[config.mk]
export PLATFORM = sky130hd
export DESIGN_NAME = stci_top
export DESIGN_NICKNAME = d
export VERILOG_FILES = /design/src/design/stci_pkg.sv /design/src/design/stci_top.sv
export VERILOG_INCLUDE_DIRS = /design/src /design/src/design
export SDC_FILE = /design/constraint.sdc
export NUM_CORES = 1
export LEC_CHECK = 0
export ABC_AREA = 1
export BUFFER_PORTS_ARGS = -buffer_cell sky130_fd_sc_hd__buf_4
export CORE_UTILIZATION = 45
export DETAILED_ROUTE_END_ITERATION = 10
export PLACE_DENSITY = 0.7
export SLEW_MARGIN = 30
export SYNTH_ARGS = -nofsm -noshare
export SYNTH_HDL_FRONTEND = slang
export SYNTH_SLANG_ARGS = --single-unit
[constraint.sdc]
create_clock -name clk_i -period 2.25 [get_ports clk_i]
set_input_delay 0.225 -clock clk_i [delete_from_list [all_inputs] [get_ports clk_i]]
set_output_delay 0.225 -clock clk_i [all_outputs]
set_load 0.03 [all_outputs]
[src/design/stci_consts.svh]
`ifndef STCI_CONSTS_SVH
`define STCI_CONSTS_SVH

// sample and counter widths
`define STCI_SAMPLE_W    20
`define STCI_SEQ_W       8
`define STCI_BIT_W       6

// half-frame lengths in master clock periods
`define STCI_LEN_128     9'h080
`define STCI_LEN_192     9'h0C0
`define STCI_LEN_256     9'h100
`define STCI_LENSEL_128  2'h0
`define STCI_LENSEL_192  2'h1
`define STCI_LENSEL_256  2'h2

// serial timing
`define STCI_PH_SAMPLE   2'h1
`define STCI_SYNC_LAT    2'h2
`define STCI_BIT_SKIP    6'h00
`define STCI_BIT_FIRST   6'h01
`define STCI_BIT_LAST    6'h14
`define STCI_SIDE_LEFT   1'b0

// register byte offsets
`define STCI_OFS_CTRL    8'h00
`define STCI_OFS_STATUS  8'h04
`define STCI_OFS_ADC_L   8'h08
`define STCI_OFS_ADC_R   8'h0C
`define STCI_OFS_DAC_L   8'h10
`define STCI_OFS_DAC_R   8'h14

// control register fields
`define STCI_CTRL_EN     0
`define STCI_CTRL_LEN    2
`define STCI_CTRL_RST    4
`define STCI_CTRL_RESET  6'h00

// status register fields, four per channel
`define STCI_ST_ADC_RDY  0
`define STCI_ST_OVERRUN  1
`define STCI_ST_DAC_RDY  2
`define STCI_ST_UNDERRUN 3
`define STCI_ST_STRIDE   4
`define STCI_ST_SIDE     8

`endif

[src/design/stci_pkg.sv]
`default_nettype none
package stci_pkg;
  `include "stci_consts.svh"

  // one audio channel: capture side, playback side and error flags
  typedef struct packed {
    logic [`STCI_SAMPLE_W-1:0] adc_sh;    // capture shift register
    logic                      adc_full;  // whole sample captured
    logic                      adc_rd;    // captured sample fetched
    logic [`STCI_SAMPLE_W-1:0] dac_sh;    // playback shift register
    logic                      dac_empty; // all bits sent
    logic                      dac_wr;    // new word loaded
    logic                      dac_bit;   // bit on the serial line
    logic                      overrun;   // sticky capture overflow
    logic                      underrun;  // sticky playback starvation
  } stci_chan_t;

  // software control word
  typedef struct packed {
    logic [1:0] crst; // per-channel reset, held while set
    logic [1:0] len;  // half-frame length select
    logic [1:0] en;   // per-channel host access enable
  } stci_ctrl_t;

  // whole state of the interface
  typedef struct packed {
    logic [`STCI_SEQ_W-1:0] seq;   // phase counter
    logic                   side;  // left/right select
    logic [1:0]             sync;  // serial input synchroniser
    stci_ctrl_t             ctrl;
    stci_chan_t [1:0]       chan;  // index 0 left, 1 right
    logic                   ack;
    logic [31:0]            rdata;
  } stci_state_t;
endpackage
`default_nettype wire

[src/design/stci_top.sv]
// The Wishbone slave port and the placing of the registers were left to the implementer.
`timescale 1ns/1ps
`default_nettype none
`include "stci_consts.svh"

module stci_top (
  input  wire logic        clk_i,       // system clock, 200 MHz
  input  wire logic        rst_i,       // synchronous reset, active high
  // classic wishbone slave
  input  wire logic        wb_cyc_i,
  input  wire logic        wb_stb_i,
  input  wire logic        wb_we_i,
  input  wire logic [7:0]  wb_adr_i,
  input  wire logic [3:0]  wb_sel_i,
  input  wire logic [31:0] wb_dat_i,
  output logic      [31:0] wb_dat_o,
  output logic             wb_ack_o,
  // codec pins
  output logic             mclk_o,      // master clock
  output logic             sclk_o,      // serial shift clock
  output logic             lrck_o,      // left/right select
  output logic             sdin_o,      // serial data to codec dac
  input  wire logic        sdout_i,     // serial data from codec adc
  // timing and status taps
  output logic      [5:0]  bit_idx_o,   // current serial bit
  output logic      [1:0]  bit_phase_o, // phase inside the bit
  output logic      [1:0]  adc_rdy_o,   // capture word ready per channel
  output logic      [1:0]  overrun_o,   // capture overflow per channel
  output logic      [1:0]  dac_rdy_o,   // playback slot ready per channel
  output logic      [1:0]  underrun_o   // playback starved per channel
);

  stci_pkg::stci_state_t q;  // registered state
  stci_pkg::stci_state_t d;  // next state

  // register map, byte offsets, upper bits read as zero:
  //   control  rw: host enable per lane, half-frame length code,
  //            per-lane channel reset held while the bit is set
  //   status   rw: ready, overflow, ready, starved per lane, then side;
  //            writing one to a sticky flag clears it, a set wins
  //   capture  ro: reading a lane is its fetch strobe
  //   playback rw: writing a lane is its load strobe, reading shows
  //            what is left in the playback shift register
  // a strobe only counts while the lane's host enable is set; the data
  // of a capture read is returned either way so software can peek
  // without disturbing the ready flag
  // everything sits in one state struct so reset and next state are in one place

  // value of a channel right after reset: playback register empty
  function automatic stci_pkg::stci_chan_t chan_reset();
    stci_pkg::stci_chan_t c;
    c           = '0;
    c.dac_empty = 1'b1;
    return c;
  endfunction

  // the length table is the only place that knows the legal
  // half-frame lengths of the codec
  // last counter value of a half frame; reserved select falls back to 128
  function automatic logic [7:0] half_end(input logic [1:0] sel);
    logic [8:0] len;
    len = `STCI_LEN_128;
    unique case (sel)
      `STCI_LENSEL_192: len = `STCI_LEN_192;
      `STCI_LENSEL_256: len = `STCI_LEN_256;
      default:          len = `STCI_LEN_128;
    endcase
    return 8'(len - 9'h001);
  endfunction

  // shared by the control write and the playback load
  // apply wishbone byte enables to a word
  function automatic logic [31:0] byte_merge(input logic [31:0] old,
                                             input logic [31:0] nw,
                                             input logic [3:0]  sel);
    logic [31:0] r;
    r = old;
    for (int i = 0; i < 4; i++) begin
      if (sel[i]) begin
        r[i*8 +: 8] = nw[i*8 +: 8];
      end
    end
    return r;
  endfunction

  // ready taps and status bits use the same term, so they never disagree
  // capture ready: full and not fetched yet
  function automatic logic adc_ready(input stci_pkg::stci_chan_t c);
    return c.adc_full && !c.adc_rd;
  endfunction

  // playback ready: empty and not loaded yet
  function automatic logic dac_ready(input stci_pkg::stci_chan_t c);
    return c.dac_empty && !c.dac_wr;
  endfunction

  // serial timing of one lane, four clocks to a bit:
  //   phase 1 of bit 0: playback leaves empty, starvation checked
  //   phase 1 of bits 1..20: next playback bit to the line flop
  //   phase 3 of bits 1..20: capture bit taken through the sync
  //   bit 20 marks capture full and playback empty again
  // the line flop puts each playback bit on the pin one phase after
  // the shift, so the codec sees it stable at its rising shift clock
  // one clock of a channel; both channels share this so they cannot drift
  function automatic stci_pkg::stci_chan_t chan_step(
    input stci_pkg::stci_chan_t c,
    input logic                 on,      // lane active
    input logic [5:0]           bitn,    // bit index
    input logic                 cap,     // capture phase seen through sync
    input logic                 snd,     // send phase
    input logic                 sd,      // synchronised serial input
    input logic                 en,      // host access enable
    input logic                 rd,      // fetch strobe
    input logic                 wr,      // load strobe
    input logic [31:0]          din,     // load data, bytes merged below
    input logic [3:0]           be,      // load byte enables
    input logic                 crst,    // channel reset
    input logic                 clr_ov,  // software clear of overflow
    input logic                 clr_un   // software clear of starvation
  );
    stci_pkg::stci_chan_t n;
    logic                 tcap;
    logic                 tsnd;
    logic                 load;
    logic [31:0]          merged;
    n      = c;
    tcap   = on && cap;
    tsnd   = on && snd;
    load   = en && wr;
    merged = byte_merge({12'h000, c.dac_sh}, din, be);

    // capture: bit zero is dropped, bits one to last shift in msb first
    if (tcap && bitn >= `STCI_BIT_FIRST && bitn < `STCI_BIT_LAST) begin
      n.adc_full = 1'b0;
      n.adc_sh   = {c.adc_sh[`STCI_SAMPLE_W-2:0], sd};
    end else if (tcap && bitn == `STCI_BIT_LAST) begin
      n.adc_full = 1'b1;
      n.adc_sh   = {c.adc_sh[`STCI_SAMPLE_W-2:0], sd};
    end

    // fetch flag holds while full; the first new bit clears it via full
    n.adc_rd = c.adc_full && ((en && rd) || c.adc_rd);

    // tested on the first real bit, one bit after the discarded one
    // overflow: first bit of a sample lands on an unread word; set wins
    if (tcap && bitn == `STCI_BIT_FIRST && adc_ready(c)) begin
      n.overrun = 1'b1;
    end else if (clr_ov) begin
      n.overrun = 1'b0;
    end

    // playback: a load wins over shifting, as the host owns the register
    if (load) begin
      n.dac_sh = merged[`STCI_SAMPLE_W-1:0];
    end else if (tsnd && bitn == `STCI_BIT_SKIP) begin
      n.dac_empty = 1'b0;
    end else if (tsnd && bitn >= `STCI_BIT_FIRST && bitn < `STCI_BIT_LAST) begin
      n.dac_bit = c.dac_sh[`STCI_SAMPLE_W-1];
      n.dac_sh  = {c.dac_sh[`STCI_SAMPLE_W-2:0], 1'b0};
    end else if (tsnd && bitn == `STCI_BIT_LAST) begin
      n.dac_bit   = c.dac_sh[`STCI_SAMPLE_W-1];
      n.dac_sh    = {c.dac_sh[`STCI_SAMPLE_W-2:0], 1'b0};
      n.dac_empty = 1'b1;
    end

    // load flag holds while empty; leaving empty clears it
    n.dac_wr = c.dac_empty && (load || c.dac_wr);

    // starvation: sending starts with no fresh word; set wins over clear
    if (tsnd && bitn == `STCI_BIT_SKIP && !c.dac_wr) begin
      n.underrun = 1'b1;
    end else if (clr_un) begin
      n.underrun = 1'b0;
    end

    // channel reset is a level; software holds it as long as it wants
    // channel reset beats everything
    if (crst) begin
      n = chan_reset();
    end
    return n;
  endfunction

  // bus decode terms
  logic        req;       // new request, not yet answered
  logic        wr_en;     // write taken this cycle
  logic        rd_en;     // read taken this cycle
  logic [7:0]  adr;       // word-aligned byte address
  logic [7:0]  ends;      // last counter value of this half frame
  logic        cap_ph;    // capture phase on the synchronised input
  logic        snd_ph;    // send phase
  logic [31:0] status;    // status word as read
  logic [31:0] ctrl_rd;   // control word as read
  logic [1:0]  lane_on;   // lane active per channel
  logic [1:0]  fetch;     // fetch strobe per channel
  logic [1:0]  load;      // load strobe per channel
  logic [1:0]  clr_ov;    // overflow clear per channel
  logic [1:0]  clr_un;    // starvation clear per channel
  logic [31:0] ctrl_new;  // control word after byte merge

  // next state
  always_comb begin
    d        = q;
    req      = wb_cyc_i && wb_stb_i && !q.ack;
    wr_en    = req && wb_we_i;
    rd_en    = req && !wb_we_i;
    adr      = {wb_adr_i[7:2], 2'b00};
    ends     = half_end(q.ctrl.len);
    // synchroniser adds two cycles, so look two phases later
    cap_ph   = q.seq[1:0] == 2'(`STCI_PH_SAMPLE + `STCI_SYNC_LAT);
    snd_ph   = q.seq[1:0] == `STCI_PH_SAMPLE;
    ctrl_rd  = {26'h0000000, q.ctrl};
    ctrl_new = byte_merge(ctrl_rd, wb_dat_i, wb_sel_i);
    lane_on  = {q.side != `STCI_SIDE_LEFT, q.side == `STCI_SIDE_LEFT};
    fetch    = {rd_en && adr == `STCI_OFS_ADC_R, rd_en && adr == `STCI_OFS_ADC_L};
    load     = {wr_en && adr == `STCI_OFS_DAC_R, wr_en && adr == `STCI_OFS_DAC_L};
    status   = '0;
    clr_ov   = '0;
    clr_un   = '0;
    for (int i = 0; i < 2; i++) begin
      status[i*`STCI_ST_STRIDE + `STCI_ST_ADC_RDY]  = adc_ready(q.chan[i]);
      status[i*`STCI_ST_STRIDE + `STCI_ST_OVERRUN]  = q.chan[i].overrun;
      status[i*`STCI_ST_STRIDE + `STCI_ST_DAC_RDY]  = dac_ready(q.chan[i]);
      status[i*`STCI_ST_STRIDE + `STCI_ST_UNDERRUN] = q.chan[i].underrun;
      // write one to clear the sticky error flags
      clr_ov[i] = wr_en && adr == `STCI_OFS_STATUS && wb_sel_i[0]
                  && wb_dat_i[i*`STCI_ST_STRIDE + `STCI_ST_OVERRUN];
      clr_un[i] = wr_en && adr == `STCI_OFS_STATUS && wb_sel_i[0]
                  && wb_dat_i[i*`STCI_ST_STRIDE + `STCI_ST_UNDERRUN];
    end
    status[`STCI_ST_SIDE] = q.side;

    // compare with >= so that shortening the length while the counter
    // sits above the new end wraps at once instead of running on to 255
    // phase counter and side select
    if (q.seq >= ends) begin
      d.seq  = '0;
      d.side = !q.side;
    end else begin
      d.seq  = q.seq + 8'h01;
    end

    // the codec data pin is asynchronous to this clock; two flops keep a
    // metastable first stage away from the shift registers
    // only the second stage of the synchroniser is read anywhere
    d.sync = {q.sync[0], sdout_i};

    // a reserved length code reads back as written and runs as 128
    // control register write
    if (wr_en && adr == `STCI_OFS_CTRL) begin
      d.ctrl = stci_pkg::stci_ctrl_t'(ctrl_new[5:0]);
    end

    // channels
    for (int i = 0; i < 2; i++) begin
      d.chan[i] = chan_step(q.chan[i], lane_on[i], q.seq[7:2], cap_ph, snd_ph,
                            q.sync[1], q.ctrl.en[i], fetch[i], load[i] && |wb_sel_i,
                            wb_dat_i, wb_sel_i, q.ctrl.crst[i], clr_ov[i], clr_un[i]);
    end

    // registered ack costs a cycle per access but keeps the decode off
    // the output path; the raised ack itself blocks a second take
    // bus answer: one cycle after the request, then one idle cycle
    d.ack = req;
    if (rd_en) begin
      unique case (adr)
        `STCI_OFS_CTRL:   d.rdata = ctrl_rd;
        `STCI_OFS_STATUS: d.rdata = status;
        `STCI_OFS_ADC_L:  d.rdata = {12'h000, q.chan[0].adc_sh};
        `STCI_OFS_ADC_R:  d.rdata = {12'h000, q.chan[1].adc_sh};
        `STCI_OFS_DAC_L:  d.rdata = {12'h000, q.chan[0].dac_sh};
        `STCI_OFS_DAC_R:  d.rdata = {12'h000, q.chan[1].dac_sh};
        default:          d.rdata = '0; // unmapped reads as zero
      endcase
    end

    // reset comes last so that it overrides every update above
    // synchronous reset of the whole interface
    if (rst_i) begin
      d          = '0;
      d.side     = `STCI_SIDE_LEFT;
      d.ctrl     = stci_pkg::stci_ctrl_t'(`STCI_CTRL_RESET);
      d.chan[0]  = chan_reset();
      d.chan[1]  = chan_reset();
    end
  end

  // state register
  always_ff @(posedge clk_i) begin
    q <= d;
  end

  // the master clock is a plain copy of the system clock; the board must
  // route it as a clock, not as data
  // codec clocks straight from the system clock, the counter and the side flop; no glue logic on them
  assign mclk_o      = clk_i;
  assign sclk_o      = q.seq[1];
  assign lrck_o      = q.side;
  assign bit_idx_o   = q.seq[7:2];
  assign bit_phase_o = q.seq[1:0];

  // the inactive lane's line flop keeps its last bit; the mux hides it
  // the active side owns the serial output line
  assign sdin_o = (q.side == `STCI_SIDE_LEFT) ? q.chan[0].dac_bit
                                              : q.chan[1].dac_bit;

  // bus outputs
  assign wb_ack_o = q.ack;
  assign wb_dat_o = q.rdata;

  // ready taps combine two flops; they settle one gate after the edge
  // status taps
  always_comb begin
    for (int i = 0; i < 2; i++) begin
      adc_rdy_o[i]  = adc_ready(q.chan[i]);
      overrun_o[i]  = q.chan[i].overrun;
      dac_rdy_o[i]  = dac_ready(q.chan[i]);
      underrun_o[i] = q.chan[i].underrun;
    end
  end

endmodule
`default_nettype wire

==> impl_metrics.tcl, run 1 <==
set metrics [dict create \
    status "complete, no violations" \
    syn_area_sq_um 7050 \
    critPathCaptureType "primary output" \
    wl_per_cell_um 14.5 \
    clk-insertion-delay-late_ns 0.54 \
    io_buffer_count 76 \
    grt_pass1_vias 5823 \
    hold_class "input port to register" \
    worst_ep_required_time_ns 2.03 \
    grt_setup_unrepaired "no" \
    synthFlopType "dfxtp_1" \
    slew_headroom 0.535 \
    die_w_um 127 \
    diodes 0 \
    whs_ns 0.00728 \
    p_per_area_nw_per_um2 742 \
    clockPowerShare 0.548 \
    total_power_mw 6.10 \
    area_growth_pct 16.5 \
    fmax_ghz 0.515 \
    synth_top_family_by_area "simple AND/OR/NAND/NOR gates" \
    critPathKind "register to primary output" \
    fin_cells 1308 \
    synth_edf_count 0 \
    place_congestion 0.874 \
    async_flop_share 0 \
    path_clk_slew_ns 0.06 \
    p_switching_mw 1.37 \
    cap_violations 0 \
    timing.final.crit_share 0.862 \
    grt_usage 0.242 \
    fin_crit_ns 1.94 \
    synth_seq_area_share 0.375 \
    drt_iter0_markers 872 \
    crit_fanout 9 \
    ios 103 \
    rows 45 \
    p_int_mw 4.73 \
    arrival_ns 1.72 \
    fin_setup_tns_ns 0 \
    tightest_slew_ns 0.697 \
    antenna_found_initial 0 \
    ir_drop_mv 0.572 \
    fin_skew_ns 0.00644 \
    wl_um 19000 \
    drv_slew 0 \
    fillers 1513 \
    synth.area.mux_share 0.00160 \
    hold_viol_final 0 \
    die-area_sq_um 16200 \
    via_count 6707 \
    die_h_um 127 \
    core_area_sq_um 15300 \
    start_util 0.462 \
    drt_pass1_iterations 5 \
    timing.critical_path.from_type "register" \
    ys_top_cells_by_count "nand2_1, nor2_1, dfxtp_1" \
    synth.distinct_cells 39 \
    power_frac_comb 0.060 \
    nNetsFinal 1139 \
    ys_ff_latch 132 \
    seqPwrFrac 0.392 \
    grt_max_degree 30 \
    yosys.area_share.simple 0.358 \
    synthTopCellsByArea "dfxtp_1, nand2_1, nor2_1, nand3_1, a21oi_1" \
    dp_cells 1269 \
    grt.overflow.total 0 \
    synth_area_per_cell_sq_um 6.72 \
    place_hpwl_um 13300 \
    setup_viol_count_final 0 \
    synth_fa_ha_area_frac 0.00887 \
    remaining_drc_errors 0 \
    synth_compound_gate_area_share 0.119 \
    drtAntennaViolNets 0 \
    finish.utilization 0.538 \
    synth-xor-area-share 0.00124 \
    grt_pass1_wl_um 30200 \
    ys_warn_count 0 \
    synth_top_area_frac 0.375 \
    cellLeakagePower_nw 3.97 \
    synth_most_common_cell "nand2_1" \
    cts_tree "done" \
    netlist_instances 1049 \
    switching_share 0.224 \
    layout-drive-gt1-share 0.155 \
    yosysTopAreaCell "dfxtp_1" \
    vias_per_cell 5.13 \
]
==> what timing repair did <==
item / in CTS / in global routing
hold buffers: 4 / 0
gates resized for setup: 0 / 0
hold endpoints to repair: 6 / 0
buffers inserted: 0 / 0
==> layout by cell type (no fill, tap or decap), types with 12 or more instances in the layout <==
| cell type | synthesis | routed |
|---|---|---|
| o21ai_0 | 56 | 56 |
| nor2_1 | 157 | 155 |
| nand3_1 | 105 | 105 |
| a21oi_1 | 87 | 87 |
| buf_4 | 52 | 97 |
| nand2_1 | 245 | 245 |
| clkbuf_16 | 0 | 20 |
| dfxtp_1 | 132 | 132 |
| conb_1 | 1 | 12 |
| nand4_1 | 19 | 19 |
| inv_1 | 77 | 77 |
==> per-layer routing <==
layer	global-route usage	up-vias	routed length, um
li1	-	3396	-
met1	0.356	3037	9500
met2	0.345	253	7970
met3	0.0477	21	1260
met4	0.0966	0	305
met5	0	-	0
==> area by class of cell <==
type	count	area, sq um	share of cell area
Clock buffer	27	581	0.0707
Inverter	81	304	0.0370
Clock inverter	9	148	0.0180
Multi-Input combinational cell	747	3500	0.426
Tap cell	211	264	0.0321
Sequential cell	132	2640	0.322
Timing Repair Buffer	101	781	0.0950
==> critical path: stages (launching register included) <==
cell	delay, ns
dfxtp_1	0.59
mux2_2	0.41
buf_4	0.17
==> final timing paths <==
kind / end / startpoint / cells after the start / slack [ns]
max: sdin_o / lrck_o / 2 / 0.31
min: wb_ack_o / wb_stb_i / 3 / 0.007
max reg2reg: q[69] / bit_idx_o[3] / 7 / 0.35
min reg2reg: q[134] / q[133] / 2 / 0.41
==> power groups by stage <==
stage / clock, mW / combinational, mW / sequential, mW
global placement: 0.0666 / 0.352 / 2.44
finish: 3.34 / 0.364 / 2.39
CTS: 3.37 / 0.362 / 2.39
detailed placement: 0.0666 / 0.354 / 2.44
floorplan: 0.0666 / 0.232 / 2.44
global route: 3.48 / 0.393 / 2.39
==> registers in the layout, summed over array words and instances, names as in the netlist <==
register	cells
bit_idx_o	6
bit_phase_o	2
ctrl_rd	6
lrck_o	1
overrun_o	2
q	92
underrun_o	2
wb_ack_o	1
wb_dat_o	20
==> cells by family (layout without fill, tap and decap cells) <==
logic type / Yosys count / count (layout)
compound gates: 161 / 161
xor+xnor: 1 / 1
fa+ha+maj: 5 / 5
buf+inv: 181 / 218
flops: 132 / 132
mux: 1 / 1
other cells: 1 / 12
simple gates: 567 / 567
==> metrics by stage <==
step	instance area, sq um	worst slack [ns]
after detailed placement	7450	0.326
after CTS	8220	0.307
after global placement	7450	0.344
after global routing	8220	0.101
after floorplan	7090	0.600
final	8220	0.310
Note: power is estimated with default switching activity, not from simulation.
==> inputs of run 2 (changes only) <==
Settings changed: ABC_AREA 1 to not set, PLACE_DENSITY 0.7 to 0.71.
==> run 2 against run 1 <==
Net effect: maximum frequency decreased by 7.6%; clock-buffer cell count decreased by 5; non-clock buffer count increased by 30; cell count decreased by 27%; final area decreased by 4.5%; area after synthesis decreased by 9.0%; flip-flop and latch count unchanged; core utilization increased by 2.7 points; register-to-register slack got worse by 0.20 ns; clock power decreased by 8.7%; die area decreased by 8.8%; global-route usage decreased by 0.75 points; critical endpoint is now q[45].
==> impl_metrics.tcl, run 2 <==
set metrics [dict create \
    place_hpwl_um 11900 \
    r2r_start "bit_idx_o[2]" \
    met2WireLength_um 7730 \
    rows 43 \
    area_growth_pct 22.3 \
    tightest_slew_ns 0.912 \
    fin_cells 958 \
    synth_most_common_cell "dfxtp_1" \
    cts_tree "done" \
    ys_ff_latch 132 \
    synthTopCellsByArea "dfxtp_1, mux2i_1, buf_4, nor2_1, a21oi_1" \
    clk-insertion-delay-late_ns 0.54 \
    start_util 0.462 \
    yosysTopAreaCell "dfxtp_1" \
    via_count 5398 \
    setup_viol_count_final 0 \
    synth_top_area_frac 0.412 \
    wl_met1_um 7300 \
    synth_top_family_by_area "compound AO/OA/AOI/OAI gates" \
    status "complete, no violations" \
    die-area_sq_um 14700 \
    clockPowerShare 0.526 \
    hold_class "input port to register" \
    async_flop_share 0 \
    die_h_um 121 \
    worst_ep_required_time_ns 2.67 \
    synth_area_per_cell_sq_um 9.23 \
    die_w_um 121 \
    nNetsFinal 820 \
    slew_headroom 0.389 \
    core_area_sq_um 13900 \
    diodes 0 \
    wl_per_cell_um 17.2 \
    netlist_instances 695 \
    syn_area_sq_um 6420 \
    synth_edf_count 0 \
    remaining_drc_errors 0 \
    grt_max_degree 30 \
    fin_crit_ns 2.10 \
    rr_worst_depth 7 \
    final_common_cell "dfxtp_1" \
    p_int_mw 4.34 \
    synth_fa_ha_area_frac 0.00975 \
    ios 103 \
    yosys.area_share.simple 0.143 \
    drt_iter0_markers 427 \
    final_cell_mix "dfxtp_1, buf_4, mux2i_1" \
    synth_seq_area_share 0.412 \
    r2r_slack_ns 0.15 \
    place_ws_ns -0.00295 \
    switching_share 0.251 \
    whs_ns 0.0114 \
    largest_register_ffs 92 \
    critPathCaptureType "register" \
    arrival_ns 2.52 \
    critPathKind "register to register" \
    seqPwrFrac 0.412 \
    min_path_cells 3 \
    p_switching_mw 1.45 \
    place_congestion 0.842 \
    vias_per_cell 5.63 \
    grt_usage 0.235 \
    highest_layer "met4" \
    fin_skew_ns 0.0174 \
    fin_ws_ns 0.150 \
    fin_area_sq_um 7850 \
    wl_met3_um 1080 \
    drv_slew 0 \
    grt_pass1_wl_um 26200 \
    min_to "q[98]" \
    total_power_mw 5.78 \
    wl_um 16400 \
    p_per_area_nw_per_um2 737 \
    drt_pass1_iterations 5 \
    timing.final.crit_share 0.933 \
    ir_drop_mv 0.562 \
    dp_cells 911 \
    synth_compound_gate_area_share 0.170 \
    cap_violations 0 \
    synth.distinct_cells 53 \
    synth-xor-area-share 0.00955 \
    crit_fanout 11 \
    fmax_ghz 0.476 \
    hold_viol_final 0 \
    place_area_sq_um 7060 \
    layout-drive-gt1-share 0.220 \
    r2r_end "q[45]" \
    grt.overflow.total 0 \
    synth.area.mux_share 0.161 \
    grt_setup_unrepaired "no" \
    regMostFlops "q" \
    synthFlopType "dfxtp_1" \
    power_frac_comb 0.061 \
    fillers 1221 \
    io_buffer_count 76 \
    drtAntennaViolNets 0 \
    hp-start "wb_dat_i[13]" \
    cellLeakagePower_nw 3.54 \
    antenna_found_initial 0 \
    ys_warn_count 0 \
    grt_pass1_vias 5154 \
    timing.critical_path.from_type "register" \
    path_clk_slew_ns 0.06 \
    ys_top_cells_by_count "dfxtp_1, mux2i_1, nor2_1" \
]
run 2: power by group through the flow:
stage	Combinational, mW	Clock (mW)	Sequential [mW]
4_1_cts	0.352	3.09	2.38
3_5_place_dp	0.334	0.0666	2.44
3_3_place_gp	0.328	0.0666	2.43
5_1_grt	0.377	3.19	2.39
6_report	0.354	3.05	2.38
2_1_floorplan	0.223	0.0666	2.43
run 2: area by class of cell:
cell class	instances	area, sq um	area share
Clock buffer	22	522	0.0665
Inverter	9	33.8	0.00430
Clock inverter	14	143	0.0182
Timing Repair Buffer	131	1040	0.133
Tap cell	180	225	0.0287
Multi-Input combinational cell	470	3240	0.413
Sequential cell	132	2640	0.337
run 2: critical path, cell delays in order (launching register included):
cell and delay (ns):
dfxtp_1 0.55, nor3_1 0.17, a21o_1 0.27, nor4b_2 0.38, buf_4 0.23, buf_4 0.17, o21ai_0 0.10, o211a_1 0.13
run 2: stage by stage:
stage | utilization | setup TNS (ns)
floorplan | - | 0
global placement | 0.509 | 0
detailed placement | 0.509 | -0.00309
CTS | 0.565 | 0
global route | 0.565 | 0
finish | 0.565 | 0
run 2: repair_timing:
action | in CTS | in global routing
hold buffers | 12 | 0
gates resized for setup | 0 | 2
buffers inserted | 0 | 0
endpoints found under the setup margin | 0 | 15
hold endpoints to repair | 13 | 0
run 2: how the worst max path moves through the flow:
stage,startpoint,end,slack [ns],cells after the start
final,bit_idx_o[2],q[45],0.15,7
after detailed placement,wb_adr_i[5],q[52],-0.003,7
after floorplan,wb_adr_i[2],q[46],0.26,7
after global routing,ctrl_rd[0],q[40],0.03,7
after global placement,wb_adr_i[5],q[53],0.09,7
after CTS,ctrl_rd[0],q[46],0.06,6
run 2: cells by family after synthesis:
logic type,after synthesis
XOR/XNOR,7
flip-flops,132
adder cells (fa/ha/maj),5
AO/OA/AOI/OAI,162
multiplexers,103
AND/OR/NAND/NOR,181
other,1
buffers and inverters,104
run 2: routing by layer:
layer / up-vias / track usage
li1: 2586 / -
met1: 2572 / 0.305
met2: 214 / 0.371
met3: 26 / 0.0540
met4: 0 / 0.0995
met5: - / 0
